[src/core/ssmc_params.svh]
`ifndef SSMC_PARAMS_SVH
`define SSMC_PARAMS_SVH

// register word indices on the bus address
`define SSMC_ADDR_LOWCTL   4'h0
`define SSMC_ADDR_HIGHCTL  4'h1
`define SSMC_ADDR_FLAGS    4'h2
`define SSMC_ADDR_MASK     4'h3
`define SSMC_ADDR_STATE    4'h4

// control field positions, same layout for low and high control
`define SSMC_F_SUP_EN      0
`define SSMC_F_SUP_KEEP    1
`define SSMC_F_SUP_FP      2
`define SSMC_F_SUP_POR     3
`define SSMC_F_MON_EN      4
`define SSMC_F_MON_FP      5
`define SSMC_F_AUTO        6
`define SSMC_CTL_W         7
`define SSMC_CTL_RESET     7'h00

// status flag positions
`define SSMC_S_LOW_SUP     0
`define SSMC_S_HIGH_SUP    1
`define SSMC_S_LOW_MON     2
`define SSMC_S_HIGH_MON    3
`define SSMC_S_LOW_DLY     4
`define SSMC_S_HIGH_DLY    5
`define SSMC_STAT_W        6

// timing
`define SSMC_CLK_MHZ       100
`define SSMC_MASK_US       2
`define SSMC_SLOW_US       150
`define SSMC_FAST_CYC      (`SSMC_MASK_US * `SSMC_CLK_MHZ)
`define SSMC_SLOW_CYC      (`SSMC_SLOW_US * `SSMC_CLK_MHZ)
`define SSMC_CNT_W         16

`endif

[src/core/ssmc_pkg.sv]
package ssmc_pkg;
	typedef enum logic [1:0] {
		SSMC_OFF,
		SSMC_NORMAL,
		SSMC_FULL
	} ssmc_mode_t;

	typedef enum logic [1:0] {
		SSMC_WAKE_IDLE,
		SSMC_WAKE_HOLD
	} ssmc_wake_t;
endpackage

[src/core/ssmc_supply_supervisor.sv]
// The implementer's own choices: the Avalon-MM slave port and the register offsets.
`timescale 1ns/1ps
`include "ssmc_params.svh"

// Functional notes
// full-perf re-enable masks events for 2 us
// supervisor event flag set tristates pins until settled
// event sets flag; por enable adds reset
// keep clear: off in deep sleep, back after
// manual, keep set: comparators stay on in sleep
// after clear/por enable both, no settle
// disabled before clear: flag setting off after
// any control write re-enables flag setting
// low side normal: 150 us wake mask
// low side off or full: 2 us mask
// sub-main clock from oscillator stays unmasked
// low normal mode: 150 us settling delay
// low full perf: 2 us settling delay
// delay flags set while settling after write
// manual, keep clear: normal goes off in sleep
// auto: off in sleep except kept full
module ssmc_supply_supervisor (
	input  wire logic        ref_clk,
	input  wire logic        rst,
	input  wire logic        porIn,
	input  wire logic        softClearIn,
	input  wire logic [3:0]  avs_address,
	input  wire logic        avs_read,
	input  wire logic        avs_write,
	input  wire logic [31:0] avs_writedata,
	output logic [31:0]      avs_readdata,
	output logic             avs_waitrequest,
	input  wire logic        deepSleepIn,
	input  wire logic        lowSupTripIn,
	input  wire logic        highSupTripIn,
	input  wire logic        lowMonTripIn,
	input  wire logic        highMonTripIn,
	input  wire logic        subClkFromOscIn,
	output logic             irq,
	output logic             porReqOut,
	output logic             resetReqOut,
	output logic             pinsTristateOut,
	output logic             cpuHoldOut,
	output logic             subClkMaskOut,
	output logic             deepLowPowerOut
);
	localparam int CW = `SSMC_CNT_W;
	localparam logic [CW-1:0] FAST_LEN = CW'(`SSMC_FAST_CYC);
	localparam logic [CW-1:0] SLOW_LEN = CW'(`SSMC_SLOW_CYC);

	logic [`SSMC_CTL_W-1:0]  lowCtl_q;
	logic [`SSMC_CTL_W-1:0]  highCtl_q;
	logic [`SSMC_STAT_W-1:0] flags_q;
	logic [`SSMC_STAT_W-1:0] mask_q;
	logic                    flagEnable_q;
	logic [4:0]              trip1_q;
	logic [4:0]              trip2_q;
	logic                    sleep_q;
	logic                    sleepPrev_q;
	logic                    lowFpPrev_q;
	logic                    highFpPrev_q;
	logic                    lowModeFullPrev_q;
	logic                    highModeFullPrev_q;
	logic                    ack_q;
	ssmc_pkg::ssmc_wake_t    wake_q;

	ssmc_pkg::ssmc_mode_t    lowSupMode;
	ssmc_pkg::ssmc_mode_t    highSupMode;
	ssmc_pkg::ssmc_mode_t    lowMonMode;
	ssmc_pkg::ssmc_mode_t    highMonMode;

	logic ctlWrite;
	logic lowWrite;
	logic highWrite;
	logic flagWrite;
	logic maskWrite;
	logic lowSettle;
	logic highSettle;
	logic wakeBusy;
	logic lowMaskBusy;
	logic highMaskBusy;
	logic lowMaskStart;
	logic highMaskStart;
	logic wakeEdge;
	logic [CW-1:0] lowSettleLen;
	logic [CW-1:0] wakeLen;
	logic lowSupEv;
	logic highSupEv;
	logic lowMonEv;
	logic highMonEv;
	logic [`SSMC_STAT_W-1:0] evSet;
	logic porFire;

	function automatic logic isFull(input ssmc_pkg::ssmc_mode_t m);
		return m == ssmc_pkg::SSMC_FULL;
	endfunction

	function automatic logic isOn(input ssmc_pkg::ssmc_mode_t m);
		return m != ssmc_pkg::SSMC_OFF;
	endfunction

	// bus decode; one wait cycle, answer on the second
	assign ctlWrite  = avs_write && ack_q;
	assign lowWrite  = ctlWrite && avs_address == `SSMC_ADDR_LOWCTL;
	assign highWrite = ctlWrite && avs_address == `SSMC_ADDR_HIGHCTL;
	assign flagWrite = ctlWrite && avs_address == `SSMC_ADDR_FLAGS;
	assign maskWrite = ctlWrite && avs_address == `SSMC_ADDR_MASK;

	always_ff @(posedge ref_clk) begin
		if (rst) begin
			ack_q <= 1'b0;
		end else begin
			ack_q <= (avs_read || avs_write) && !ack_q;
		end
	end

	always_ff @(posedge ref_clk) begin
		if (rst) begin
			avs_waitrequest <= 1'b1;
		end else begin
			avs_waitrequest <= !((avs_read || avs_write) && !ack_q);
		end
	end

	always_ff @(posedge ref_clk) begin
		if (rst) begin
			avs_readdata <= 32'h0000_0000;
		end else if (avs_read && !ack_q) begin
			case (avs_address)
				`SSMC_ADDR_LOWCTL:  avs_readdata <= 32'(lowCtl_q);
				`SSMC_ADDR_HIGHCTL: avs_readdata <= 32'(highCtl_q);
				`SSMC_ADDR_FLAGS:   avs_readdata <= 32'(flags_q);
				`SSMC_ADDR_MASK:    avs_readdata <= 32'(mask_q);
				`SSMC_ADDR_STATE:   avs_readdata <= {24'h00_0000, lowSupMode, highSupMode,
				                                     lowMonMode, highMonMode};
				default:            avs_readdata <= 32'h0000_0000;
			endcase
		end
	end

	// control registers; a clear or por turns both supervisors on
	always_ff @(posedge ref_clk) begin
		if (rst || porIn || softClearIn) begin
			lowCtl_q <= `SSMC_CTL_RESET | (`SSMC_CTL_W'(1) << `SSMC_F_SUP_EN);
		end else if (lowWrite) begin
			lowCtl_q <= avs_writedata[`SSMC_CTL_W-1:0];
		end
	end

	always_ff @(posedge ref_clk) begin
		if (rst || porIn || softClearIn) begin
			highCtl_q <= `SSMC_CTL_RESET | (`SSMC_CTL_W'(1) << `SSMC_F_SUP_EN);
		end else if (highWrite) begin
			highCtl_q <= avs_writedata[`SSMC_CTL_W-1:0];
		end
	end

	// flag setting lost over a clear if a supervisor was off
	always_ff @(posedge ref_clk) begin
		if (rst || porIn) begin
			flagEnable_q <= 1'b1;
		end else if (softClearIn) begin
			flagEnable_q <= lowCtl_q[`SSMC_F_SUP_EN] && highCtl_q[`SSMC_F_SUP_EN];
		end else if (lowWrite || highWrite) begin
			flagEnable_q <= 1'b1;
		end
	end

	always_ff @(posedge ref_clk) begin
		if (rst) begin
			mask_q <= '0;
		end else if (maskWrite) begin
			mask_q <= avs_writedata[`SSMC_STAT_W-1:0];
		end
	end

	// pin synchronisers
	always_ff @(posedge ref_clk) begin
		if (rst) begin
			trip1_q <= '0;
			trip2_q <= '0;
		end else begin
			trip1_q <= {deepSleepIn, highMonTripIn, lowMonTripIn, highSupTripIn, lowSupTripIn};
			trip2_q <= trip1_q;
		end
	end

	always_ff @(posedge ref_clk) begin
		if (rst) begin
			sleep_q     <= 1'b0;
			sleepPrev_q <= 1'b0;
		end else begin
			sleep_q     <= trip2_q[4];
			sleepPrev_q <= sleep_q;
		end
	end

	ssmc_mode_sel u_lowSup (
		.enable      (lowCtl_q[`SSMC_F_SUP_EN]),
		.fullPerf    (lowCtl_q[`SSMC_F_SUP_FP]),
		.keepInSleep (lowCtl_q[`SSMC_F_SUP_KEEP]),
		.autoCtl     (lowCtl_q[`SSMC_F_AUTO]),
		.deepSleep   (sleep_q),
		.mode        (lowSupMode)
	);

	ssmc_mode_sel u_highSup (
		.enable      (highCtl_q[`SSMC_F_SUP_EN]),
		.fullPerf    (highCtl_q[`SSMC_F_SUP_FP]),
		.keepInSleep (highCtl_q[`SSMC_F_SUP_KEEP]),
		.autoCtl     (highCtl_q[`SSMC_F_AUTO]),
		.deepSleep   (sleep_q),
		.mode        (highSupMode)
	);

	// monitors have no keep bit: in sleep they stay on unless auto with full perf clear
	ssmc_mode_sel u_lowMon (
		.enable      (lowCtl_q[`SSMC_F_MON_EN]),
		.fullPerf    (lowCtl_q[`SSMC_F_MON_FP]),
		.keepInSleep (1'b1),
		.autoCtl     (lowCtl_q[`SSMC_F_AUTO]),
		.deepSleep   (sleep_q),
		.mode        (lowMonMode)
	);

	ssmc_mode_sel u_highMon (
		.enable      (highCtl_q[`SSMC_F_MON_EN]),
		.fullPerf    (highCtl_q[`SSMC_F_MON_FP]),
		.keepInSleep (1'b1),
		.autoCtl     (highCtl_q[`SSMC_F_AUTO]),
		.deepSleep   (sleep_q),
		.mode        (highMonMode)
	);

	// settling: 150 us normal, 2 us full, high side by its mode before the write; started by control writes only
	// a high-side write must not pick the low length from the high data
	assign lowSettleLen = (lowWrite ? avs_writedata[`SSMC_F_SUP_FP] : lowCtl_q[`SSMC_F_SUP_FP])
	                      ? FAST_LEN : SLOW_LEN;

	ssmc_delay #(.CNT_W(CW)) u_lowSettle (
		.clk   (ref_clk),
		.rst   (rst),
		.start (lowWrite || highWrite),
		.len   (lowSettleLen),
		.busy  (lowSettle)
	);

	ssmc_delay #(.CNT_W(CW)) u_highSettle (
		.clk   (ref_clk),
		.rst   (rst),
		.start (lowWrite || highWrite),
		.len   (highCtl_q[`SSMC_F_SUP_FP] ? FAST_LEN : SLOW_LEN),
		.busy  (highSettle)
	);

	// supervisor entering full-perf mode (from off or normal): 2 us event mask
	always_ff @(posedge ref_clk) begin
		if (rst) begin
			lowModeFullPrev_q  <= 1'b0;
			highModeFullPrev_q <= 1'b0;
			lowFpPrev_q        <= 1'b0;
			highFpPrev_q       <= 1'b0;
		end else begin
			lowModeFullPrev_q  <= isOn(lowSupMode);
			highModeFullPrev_q <= isOn(highSupMode);
			lowFpPrev_q        <= isFull(lowSupMode);
			highFpPrev_q       <= isFull(highSupMode);
		end
	end

	assign lowMaskStart  = isFull(lowSupMode) && !(lowModeFullPrev_q && lowFpPrev_q);
	assign highMaskStart = isFull(highSupMode) && !(highModeFullPrev_q && highFpPrev_q);

	ssmc_delay #(.CNT_W(CW)) u_lowMask (
		.clk   (ref_clk),
		.rst   (rst),
		.start (lowMaskStart),
		.len   (FAST_LEN),
		.busy  (lowMaskBusy)
	);

	ssmc_delay #(.CNT_W(CW)) u_highMask (
		.clk   (ref_clk),
		.rst   (rst),
		.start (highMaskStart),
		.len   (FAST_LEN),
		.busy  (highMaskBusy)
	);

	// wake mask: slow only when low side runs in normal mode
	assign wakeEdge = sleepPrev_q && !sleep_q;
	assign wakeLen  = (lowCtl_q[`SSMC_F_SUP_EN] && !lowCtl_q[`SSMC_F_SUP_FP]) ||
	                  (lowCtl_q[`SSMC_F_MON_EN] && !lowCtl_q[`SSMC_F_MON_FP])
	                  ? SLOW_LEN : FAST_LEN;

	ssmc_delay #(.CNT_W(CW)) u_wake (
		.clk   (ref_clk),
		.rst   (rst),
		.start (wakeEdge),
		.len   (wakeLen),
		.busy  (wakeBusy)
	);

	always_ff @(posedge ref_clk) begin
		if (rst) begin
			wake_q <= ssmc_pkg::SSMC_WAKE_IDLE;
		end else begin
			case (wake_q)
				ssmc_pkg::SSMC_WAKE_IDLE: if (wakeEdge) wake_q <= ssmc_pkg::SSMC_WAKE_HOLD;
				ssmc_pkg::SSMC_WAKE_HOLD: if (!wakeBusy) wake_q <= ssmc_pkg::SSMC_WAKE_IDLE;
				default:                  wake_q <= ssmc_pkg::SSMC_WAKE_IDLE;
			endcase
		end
	end

	// events: trip while comparator on and not settling; supervisor trips also not masked
	assign lowSupEv  = trip2_q[0] && isOn(lowSupMode) && !lowMaskBusy && !lowSettle;
	assign highSupEv = trip2_q[1] && isOn(highSupMode) && !highMaskBusy && !highSettle;
	assign lowMonEv  = trip2_q[2] && isOn(lowMonMode) && !lowSettle;
	assign highMonEv = trip2_q[3] && isOn(highMonMode) && !highSettle;

	assign evSet = {2'b00, highMonEv, lowMonEv, highSupEv, lowSupEv} &
	               {`SSMC_STAT_W{flagEnable_q}};

	// sticky event flags, live delay flags; set beats a write-one clear in the same cycle
	always_ff @(posedge ref_clk) begin
		if (rst) begin
			flags_q <= '0;
		end else begin
			flags_q[3:0] <= (flags_q[3:0] & ~({4{flagWrite}} & avs_writedata[3:0]))
			                | evSet[3:0];
			flags_q[`SSMC_S_LOW_DLY]  <= lowSettle;
			flags_q[`SSMC_S_HIGH_DLY] <= highSettle;
		end
	end

	assign porFire = (lowSupEv && lowCtl_q[`SSMC_F_SUP_POR]) ||
	                 (highSupEv && highCtl_q[`SSMC_F_SUP_POR]);

	always_ff @(posedge ref_clk) begin
		if (rst) begin
			porReqOut   <= 1'b0;
			resetReqOut <= 1'b0;
		end else begin
			porReqOut   <= porFire;
			resetReqOut <= porFire;
		end
	end

	always_ff @(posedge ref_clk) begin
		if (rst) begin
			pinsTristateOut <= 1'b0;
		end else begin
			pinsTristateOut <= (flags_q[`SSMC_S_LOW_SUP] || flags_q[`SSMC_S_HIGH_SUP]) &&
			                   (lowMaskBusy || highMaskBusy || lowSettle || highSettle);
		end
	end

	always_ff @(posedge ref_clk) begin
		if (rst) begin
			cpuHoldOut      <= 1'b0;
			subClkMaskOut   <= 1'b0;
			deepLowPowerOut <= 1'b0;
			irq             <= 1'b0;
		end else begin
			cpuHoldOut      <= wakeEdge || wake_q == ssmc_pkg::SSMC_WAKE_HOLD;
			// oscillator-sourced sub-main clock passes unmasked on wake
			subClkMaskOut   <= wake_q == ssmc_pkg::SSMC_WAKE_HOLD && !subClkFromOscIn;
			deepLowPowerOut <= sleep_q;
			irq             <= |(flags_q & mask_q);
		end
	end
endmodule

[src/core/ssmc_delay.sv]
`timescale 1ns/1ps
`include "ssmc_params.svh"

module ssmc_delay #(
	parameter int CNT_W = `SSMC_CNT_W
) (
	input  wire logic             clk,
	input  wire logic             rst,
	input  wire logic             start,
	input  wire logic [CNT_W-1:0] len,
	output logic                  busy
);
	logic [CNT_W-1:0] count_q;

	// restart on every start, a retrigger reloads the window from len
	always_ff @(posedge clk) begin
		if (rst) begin
			count_q <= '0;
		end else if (start) begin
			count_q <= len;
		end else if (count_q != '0) begin
			count_q <= count_q - 1'b1;
		end
	end

	assign busy = (count_q != '0);
endmodule

[src/core/ssmc_mode_sel.sv]
`timescale 1ns/1ps
`include "ssmc_params.svh"

module ssmc_mode_sel (
	input  wire logic             enable,
	input  wire logic             fullPerf,
	input  wire logic             keepInSleep,
	input  wire logic             autoCtl,
	input  wire logic             deepSleep,
	output ssmc_pkg::ssmc_mode_t  mode
);
	always_comb begin
		if (!enable) begin
			mode = ssmc_pkg::SSMC_OFF;
		end else if (!deepSleep) begin
			mode = fullPerf ? ssmc_pkg::SSMC_FULL : ssmc_pkg::SSMC_NORMAL;
		end else if (!keepInSleep) begin
			mode = ssmc_pkg::SSMC_OFF;
		end else if (autoCtl) begin
			mode = fullPerf ? ssmc_pkg::SSMC_NORMAL : ssmc_pkg::SSMC_OFF;
		end else begin
			mode = fullPerf ? ssmc_pkg::SSMC_FULL : ssmc_pkg::SSMC_NORMAL;
		end
	end
endmodule

[config.mk]
export PLATFORM = sky130hd
export DESIGN_NAME = ssmc_supply_supervisor
export DESIGN_NICKNAME = d
export VERILOG_FILES = /design/src/core/ssmc_pkg.sv /design/src/core/ssmc_supply_supervisor.sv /design/src/core/ssmc_delay.sv /design/src/core/ssmc_mode_sel.sv
export VERILOG_INCLUDE_DIRS = /design/src /design/src/core
export SDC_FILE = /design/constraint.sdc
export NUM_CORES = 1
export LEC_CHECK = 0
export BUFFER_PORTS_ARGS = -buffer_cell sky130_fd_sc_hd__buf_2
export CAP_MARGIN = 0
export CORE_UTILIZATION = 30
export CTS_CLUSTER_SIZE = 8
export DETAILED_ROUTE_END_ITERATION = 6
export HOLD_SLACK_MARGIN = 0.02
export RECOVER_POWER = 100
export SYNTH_ARGS = -nofsm -noshare
export SYNTH_HDL_FRONTEND = slang
export SYNTH_HIERARCHICAL = 1
export SYNTH_SLANG_ARGS = --single-unit
[constraint.sdc]
create_clock -name ref_clk -period 2.1 [get_ports ref_clk]
set_input_delay 0.42 -clock ref_clk [delete_from_list [all_inputs] [get_ports ref_clk]]
set_output_delay 0.42 -clock ref_clk [all_outputs]
set_load 0.05 [all_outputs]
==> impl_metrics.tcl, run 1 <==
set metrics [dict create \
    ys_types 62 \
    dieArea_um2 25650 \
    holdBufCountCts 0 \
    start_util_pct 30.68 \
    finClkSkew_ns 0.006922 \
    overflow 0 \
    synth_commonest_cells "dfxtp_1 (139), nand2_1 (104), nor2_1 (72)" \
    worst_ep_arrival_time_ns 2.31 \
    status "finished, final reports clean" \
    cts_tree "yes" \
    p_leak_nw 3.541 \
    seq_power_share_pct 33.1 \
    ios 88 \
    p_total_mw 12.31 \
    yosysMostFrequentCell "dfxtp_1" \
    antenna_left 0 \
    ir_drop_v 0.0006450 \
    regArea_um2 2786 \
    synth-xor-area-share_pct 7.703 \
    clk_pin_slew_worst_paths_ns 0.06 \
    setup.worst_path.end_class "flop" \
    p_sw_share_pct 39.01 \
    place_ws_ns 0.04917 \
    clock_power_share_pct 22.3 \
    criticalPathCategory "flop to flop" \
    dp_hpwl_mm 12.20 \
    clock-root-buffer "clkbuf_16" \
    worstSetupStartpointType "flop" \
    drt_wl_total_mm 16.73 \
    final_area_um2 8892 \
    timing.fmax_mhz 512.2 \
    synth_top_family_by_area "simple AND/OR/NAND/NOR gates" \
    num-fill-cells 2538 \
    nets 1064 \
    routed_via_density 4.558 \
    async_reset_ff_share_pct 0 \
    synth.mux.area_fraction_pct 3.601 \
    syn_area_per_cell_um2 8.747 \
    clk_latency_ns 0.41 \
    synth_compound_area_share_pct 12.10 \
    fin_cells 1342 \
    power.density_nw_per_um2 1384 \
    drv_cap 0 \
    worst_slew_pin_slew_ns 0.9628 \
    grt_pass1_wl_mm 28.49 \
    cts_sinks 139 \
    worstHoldPathType "primary input to flop" \
    place_area_um2 8431 \
    ys_seq_area_share_pct 37.08 \
    routabilityCongestion 0.8237 \
    synth-edff-count 0 \
    drc 0 \
    setup_viol 0 \
    drive_above_1_share_pct 16.50 \
    combPwrFrac_pct 44.6 \
    wire_per_inst_um 12.46 \
    synth_area_um2 7505 \
    core_area_um2 24460 \
    period_share_pct 92.97 \
    postLayoutCoreUtil_pct 36.35 \
    fp.dieH_um 160.2 \
    die_w_um 160.2 \
    multi_input_area_um2 4464 \
    synthToLayoutAreaGrowth_pct 18.49 \
    grt_max_degree 30 \
    worstPathMaxFanout 5 \
    worst_slack_ns 0.1477 \
    synth_area_leader_cell "dfxtp_1" \
    cts_buffer_depth 2 \
    synth_simple_gate_area_share_pct 30.73 \
    maxSlewHeadroom_pct 35.81 \
    first_global_vias 5912 \
    dp_cells 1309 \
    cts_max_level 4 \
    synth.top_cell.area_share_pct 37.08 \
    ys_top_cells_by_area "dfxtp_1 (37%), nand2_1 (5.2%), xor2_1 (4.8%)" \
    core.rowCount 57 \
    ys_warn_count 6 \
    ys_ff_latch 139 \
    antenna_cells 0 \
    num_vias 6117 \
    synth_flop_cell "dfxtp_1" \
    finalHoldViolCount 0 \
    drtIter0Drc 389 \
    first_pass_iters 4 \
    cp.required_ns 2.46 \
    grt_use_total_pct 13.67 \
    period_minus_slack_ns 1.952 \
    cts_buffers 17 \
    antenna_found_initial 0 \
    p_switching_mw 4.801 \
    port_buffers 38 \
    slew_violations 0 \
    synth_adder_area_share_pct 1.501 \
    syn_inst 858 \
    internal_power_mw 7.505 \
]
[metal layers]
layer  global-route usage (%)  vias up  part of all wire, %
met4                    3.896        0                 0.80
met1                    18.30     2830                   50
met3                    3.584        8                  3.2
li1                         -     3190                    -
met5                        0        -                    0
met2                    21.52       89                   46
[registers in the layout (all words and copies together) (netlist names), 6 cells and up]
register / count
u_highMask/count_q: 16
u_highSettle/count_q: 16
u_lowMask/count_q: 16
u_lowSettle/count_q: 16
u_wake/count_q: 16
avs_readdata: 8
highCtl_q: 7
lowCtl_q: 7
flags_q: 6
mask_q: 6
[power groups by stage]
stage | combinational, mW | sequential (mW) | clock [mW]
6_report | 5.49 | 4.07 | 2.74
5_1_grt | 6.18 | 4.17 | 2.94
4_1_cts | 5.75 | 4.08 | 2.82
3_5_place_dp | 5.71 | 4.12 | 0
3_3_place_gp | 5.62 | 4.11 | 0
2_1_floorplan | 4.51 | 3.99 | 0
[cell usage in the layout, fill, tap and decap left out, types with 4 or more instances in the layout]
cell type  netlist  layout
xor2_1          41      41
xnor2_1         25      25
nand2_1        104     104
nor2_2           5       4
clkbuf_16        0      17
a22oi_1          4       4
o21ai_2         40      22
nor2_1          72      73
nor4_1           6       7
a31oi_1          9       9
a21oi_1         22      20
nand2_2          5       5
conb_1           2      90
nand2b_1         7       5
nand4_2          4       4
mux2i_1         27      27
dfxtp_1        139     136
o21ai_0         24      48
inv_1           24      24
nand3_1         21      22
ha_1             9       9
nor2b_1         27      25
nand3b_1        26      26
o22ai_1          6       6
clkinv_2         0       4
clkbuf_1         7      28
and3_1           6       6
nand4b_1         4       4
nor3_1          34      34
nor3_2           4       4
or3_1           10      10
buf_2            5      21
buf_4           27      45
and2_1           5       5
nor3b_1         10      10
a21boi_0         4       4
nand4_1         29      29
nor4_4           5       5
o21a_1           4       4
[critical path, cell delays in order (launching register included)]
cell      delay [ns]
dfxtp_2         0.33
inv_1           0.04
ha_1            0.25
and3_1          0.15
o21a_1          0.16
nand2b_4        0.15
a21oi_2         0.05
buf_4           0.15
or3_1           0.33
a31oi_1         0.17
nand3b_1        0.12
[timing repair]
| action | CTS | global route |
|---|---|---|
| resized for setup | 0 | 12 |
| setup buffers | 0 | 2 |
| endpoints found under the setup margin | 0 | 32 |
[final cells by class]
type / instances / share of cell area (%)
clock buffer: 22 / 5.108
tap: 324 / 4.559
multi-input combinational: 729 / 50.20
clock inverter: 8 / 0.8161
sequential: 139 / 31.34
inverter: 25 / 1.055
timing repair buffer: 95 / 6.923
[through the flow]
stage	hold slack (ns)	setup TNS, ns
6_report	0.1634	0
5_1_grt	0.1445	-0.02491
4_1_cts	0.1428	0
3_5_place_dp	0.4421	0
3_3_place_gp	0.4415	0
2_1_floorplan	0.4138	0
[logic make-up (layout without fill, tap and decap cells)]
kind of cell | Yosys count | count (layout)
flip-flops | 139 | 139
multiplexers | 27 | 27
XOR/XNOR | 66 | 66
other | 2 | 90
buffers and inverters | 78 | 150
AND/OR/NAND/NOR | 404 | 404
AO/OA/AOI/OAI | 133 | 133
adder cells (fa/ha/maj) | 9 | 9
[final timing paths]
path	start	end	cells after the start	slack, ns
worst min-delay path	subClkFromOscIn	subClkMaskOut	2	0.16
worst max register to register	highCtl_q[6]	u_highMask/count_q[1]	10	0.15
worst max-delay path	highCtl_q[6]	u_highMask/count_q[1]	10	0.15
worst min register to register	trip2_q[4]	sleep_q	1	0.45
(Power assumes the default switching activity.)
==> inputs of run 2 (changes only) <==
Settings changed: ABC_AREA set to 1.
==> impl_metrics.tcl, run 2 <==
set metrics [dict create \
    status "finished, final reports clean" \
    clock-root-buffer "clkbuf_16" \
    crit_slowest_cell "dfxtp_1" \
    cts_max_level 4 \
    cpMostUsedCell "inv_1" \
    internal_power_mw 7.438 \
    drt_wl_total_mm 19.82 \
    syn_area_per_cell_um2 6.623 \
    r2r_start "u_lowSettle/count_q[0]" \
    period_minus_slack_ns 1.934 \
    fin_setup_tns_ns 0 \
    core.rowCount 60 \
    first_pass_iters 6 \
    place_area_um2 9069 \
    drc 0 \
    wl_met2_mm 9.040 \
    post-cts-setup-buffers 0 \
    hold_slack_ns 0.1466 \
    finClkSkew_ns 0.01592 \
    cts_buffer_depth 2 \
    rsz0062_at_grt "no" \
    regArea_um2 2784 \
    antenna_cells 0 \
    die_w_um 167.2 \
    worstHoldStart "subClkFromOscIn" \
    period_share_pct 92.09 \
    grt_max_degree 55 \
    overflow 0 \
    num_vias 7536 \
    ys_top_cells_by_area "dfxtp_1 (34%), nand2_1 (16%), nor2_1 (7.5%)" \
    power.density_nw_per_um2 1422 \
    fin_cells 1707 \
    p_switching_mw 6.136 \
    drtIter0Drc 477 \
    crit_chain "inv_1, ha_1, nand2_4, inv_2, nand3_1, nor3_1, a21oi_1, o21ai_0, inv_1" \
    synthToLayoutAreaGrowth_pct 16.60 \
    maxSlewHeadroom_pct 21.13 \
    cts_buffers 17 \
    syn_inst 1236 \
    worst_slew_pin_slew_ns 1.183 \
    multi_input_area_um2 4858 \
    port_buffers 38 \
    ys_seq_area_share_pct 33.99 \
    p_leak_nw 4.618 \
    synth_area_leader_cell "dfxtp_1" \
    final_cell_mix "nand2_1 (345), nor2_1 (166), dfxtp_1 (138)" \
    timing.fmax_mhz 517.1 \
    p_sw_share_pct 45.20 \
    criticalPathCategory "flop to flop" \
    start_util_pct 30.46 \
    drive_above_1_share_pct 14.79 \
    antenna_found_initial 2 \
    setup_viol 0 \
    reg2regPathDepth 9 \
    grt_use_total_pct 14.66 \
    synth.top_cell.area_share_pct 33.99 \
    wire_per_inst_um 11.61 \
    combPwrFrac_pct 49.1 \
    worstPathMaxFanout 5 \
    setup.worst_path.end_class "flop" \
    dieArea_um2 27950 \
    worstHoldPathType "primary input to flop" \
    first_global_vias 6914 \
    ys_types 38 \
    final_area_um2 9545 \
    ios 88 \
    nets 1412 \
    synth-edff-count 0 \
    worst_ep_arrival_time_ns 2.24 \
    cp.required_ns 2.41 \
    routed.top_layer "met5" \
    dp_hpwl_mm 14.67 \
    clk_latency_ns 0.43 \
    ys_ff_latch 139 \
    worst_slack_ns 0.1661 \
    routabilityCongestion 0.8848 \
    core_area_um2 26880 \
    clock_power_share_pct 22.1 \
    grt_pass1_wl_mm 33.38 \
    cts_sinks 139 \
    min_path_cells 2 \
    num-fill-cells 2918 \
    finalHoldViolCount 0 \
    fp.dieH_um 167.2 \
    route.met3.wl_um 902 \
    p_total_mw 13.57 \
    synth_flop_cell "dfxtp_1" \
    final_common_cell "nand2_1" \
    ys_warn_count 6 \
    ir_drop_v 0.0005536 \
    place_ws_ns 0.05153 \
    cts_tree "yes" \
    worstSetupStartpointType "flop" \
    routed_via_density 4.415 \
    dp_cells 1677 \
    async_reset_ff_share_pct 0 \
    drv_cap 0 \
    clk_pin_slew_worst_paths_ns 0.06 \
    wl_met1_mm 9.552 \
    yosysMostFrequentCell "nand2_1" \
    critPathMaxStageDelay_ns 0.33 \
    seq_power_share_pct 28.7 \
    synth_commonest_cells "nand2_1 (343), nor2_1 (164), dfxtp_1 (139)" \
    postLayoutCoreUtil_pct 35.52 \
    r2r_slack_ns 0.17 \
    crit_path_start "u_lowSettle/count_q[0]" \
    synth_area_um2 8187 \
    antenna_left 0 \
    slew_violations 0 \
]
## run 2: cell count changes after synthesis, moves of 39 or more
cell / delta
inv_1: +90
nand3_1: +54
nand2_1: +239
nor2_1: +92
a21oi_1: +68
o21ai_2: -39
## run 2: layer usage
layer	vias up	GRT usage, %
met5	-	0
met4	4	5.385
met3	24	2.813
met2	153	23.99
met1	3356	19.12
li1	3999	-
## run 2: critical path, delay by kind of cell, from the launching register on
family          cells  cell delay [ns]
flops               1             0.33
buf+inv             3             0.28
compound gates      2             0.33
fa+ha+maj           1             0.24
simple gates        3             0.63
## run 2: cell families after synthesis
family | synth area share [%]
XOR/XNOR | 3.744
other | 0.09174
AO/OA/AOI/OAI | 9.980
adder cells (fa/ha/maj) | 1.376
AND/OR/NAND/NOR | 40.33
flip-flops | 33.99
buffers and inverters | 10.48
## run 2: final cells by class
cell class,instances,share of cell area [%]
inverter,144,5.702
clock inverter,12,1.468
tap,341,4.470
multi-input combinational,990,50.90
timing repair buffer,63,3.696
clock buffer,18,4.601
sequential,139,29.17
## run 2: power groups by stage
stage | Clock, mW | Combinational [mW] | Sequential (mW)
after floorplan | 0 | 5.74 | 3.83
final | 3.00 | 6.67 | 3.90
after CTS | 3.07 | 6.79 | 3.90
after global placement | 0 | 6.66 | 3.95
after global routing | 3.18 | 7.69 | 3.99
after detailed placement | 0 | 6.75 | 3.94
## run 2: path summary, 6_finish.rpt
| kind | endpoint |
|---|---|
| worst max-delay path | pinsTristateOut |
| worst min-delay path | subClkMaskOut |
| worst max register to register | pinsTristateOut |
| worst min register to register | trip2_q[4] |
## run 2: timing repair
| item | 4_1_cts | 5_1_grt |
|---|---|---|
| endpoints found under the setup margin | 0 | 27 |
| resized for setup | 0 | 4 |
| hold buffers | 0 | 0 |
==> inputs of run 3 (changes only) <==
Clock period 2.1 ns to 1.97 ns, I/O delays scaled along.
==> impl_metrics.tcl, run 3 (synthesis results as in run 2) <==
set metrics [dict create \
    overflow 0 \
    cts_buffer_depth 2 \
    period_share_pct 90.74 \
    wire_per_inst_um 11.72 \
    start_util_pct 30.46 \
    worst_ep_arrival_time_ns 2.10 \
    drt_wl_total_mm 20.09 \
    timing.fmax_mhz 559.4 \
    holdBufCountCts 0 \
    cts_tree "yes" \
    finalHoldViolCount 0 \
    crit_chain "inv_1, ha_1, nand2_1, nand2_1, nand2_1, nor2_2, a211oi_2, inv_2, nand4_1, buf_4, nor2_1, nor2_1" \
    clk_latency_ns 0.43 \
    nets 1418 \
    num-fill-cells 2900 \
    antenna_left 0 \
    drtIter0Drc 400 \
    first_global_vias 6984 \
    routed_via_density 4.395 \
    first_pass_iters 4 \
    routabilityCongestion 0.8767 \
    drc 0 \
    worst_slew_pin_slew_ns 1.232 \
    maxSlewHeadroom_pct 17.86 \
    fin_setup_tns_ns 0 \
    cp.required_ns 2.28 \
    dieArea_um2 27950 \
    drive_above_1_share_pct 16.52 \
    cts_buffers 17 \
    power.density_nw_per_um2 1520 \
    ir_drop_v 0.0005720 \
    p_leak_nw 4.681 \
    slew_violations 0 \
    cts_sinks 139 \
    fp.dieH_um 167.2 \
    die_w_um 167.2 \
    period_minus_slack_ns 1.788 \
    dp_hpwl_mm 14.88 \
    grt_pass1_wl_mm 33.74 \
    rsz0062_at_grt "yes" \
    worstHoldPathType "primary input to flop" \
    worstPathMaxFanout 5 \
    ios 88 \
    clock-root-buffer "clkbuf_16" \
    status "finished, final reports clean" \
    setup_viol 0 \
    final_common_cell "nand2_1" \
    hold_slack_ns 0.1222 \
    crit_slowest_cell "dfxtp_2" \
    criticalPathCategory "flop to flop" \
    critPathMaxStageDelay_ns 0.35 \
    grt_max_degree 56 \
    cts_max_level 4 \
    num_vias 7538 \
    grt_use_total_pct 14.89 \
    setup.worst_path.end_class "flop" \
    core.rowCount 60 \
    core_area_um2 26880 \
    worstSetupStartpointType "flop" \
    antenna_found_initial 2 \
    synthToLayoutAreaGrowth_pct 17.68 \
    finClkSkew_ns 0.01392 \
    clk_pin_slew_worst_paths_ns 0.07 \
    drv_cap 0 \
    antenna_cells 0 \
    final_cell_mix "nand2_1 (344), nor2_1 (163), dfxtp_1 (136)" \
    port_buffers 38 \
    cpMostUsedCell "nand2_1" \
]
## run 3: cell types whose count changed in the layout (fill, tap and decap cells not counted), sizes merged
cell	change
buf	+15
clkbuf	-9
inv	+2
## run 3: worst paths after layout
kind                        start                    end  slack, ns  cells after the start
setup / recovery     highCtl_q[6]  u_highMask/count_q[1]       0.18                     12
setup reg to reg     highCtl_q[6]  u_highMask/count_q[1]       0.18                     12
hold / removal    subClkFromOscIn          subClkMaskOut       0.12                      2
hold reg to reg        trip1_q[2]             trip2_q[2]       0.41                      2
## run 3: layout make-up
class                           count  area (um^2)  area share [%]
Clock buffer                       18        429.2           4.455
Clock inverter                     14        157.7           1.636
Inverter                          144        554.3           5.753
Multi-Input combinational cell    990         4881           50.66
Sequential cell                   139         2786           28.92
Tap cell                          341        426.7           4.429
Timing Repair Buffer               69        399.1           4.143
## run 3: report_power, final
| group | internal (mW) | switching, mW |
|---|---|---|
| clock | 1.89 | 1.36 |
| sequential | 3.52 | 0.651 |
| combinational | 2.56 | 4.67 |
| total | 7.96 | 6.68 |
## run 3: worst max-delay path: cells and delay by family, from the launching register on
family,cells,cell delay (ns)
and+or+nand+nor,7,0.67
DFF,1,0.35
buffers and inverters,3,0.35
adders and majority gates,1,0.26
AOI/OAI and AO/OA,1,0.06
## run 3: timing repair
item                       CTS  global route
setup endpoints to repair    0            25
buffers inserted             0             3
resized for setup            0             7
## run 3: metal layers
metal / up-vias / share of wire (%) / track usage, %
met4: 4 / 1.2 / 4.507
met2: 125 / 46 / 24.32
li1: 4014 / - / -
met1: 3377 / 49 / 19.41
met3: 18 / 4.1 / 3.474
met5: - / 0.13 / 0
## run 3: metrics by stage
step / instance area (um^2) / std cells / worst slack [ns] / power, mW / utilization (%)
6_report: 9634 / 1715 / 0.1823 / 14.64 / 35.85
2_1_floorplan: 8517 / 1324 / 0.1368 / 10.20 / -
3_3_place_gp: 9079 / 1680 / 0.1130 / 11.30 / 33.78
4_1_cts: 9666 / 1712 / 0.03674 / 14.73 / 35.96
3_5_place_dp: 9079 / 1680 / 0.06129 / 11.43 / 33.78
5_1_grt: 9634 / 1715 / -0.02194 / 16.02 / 35.85
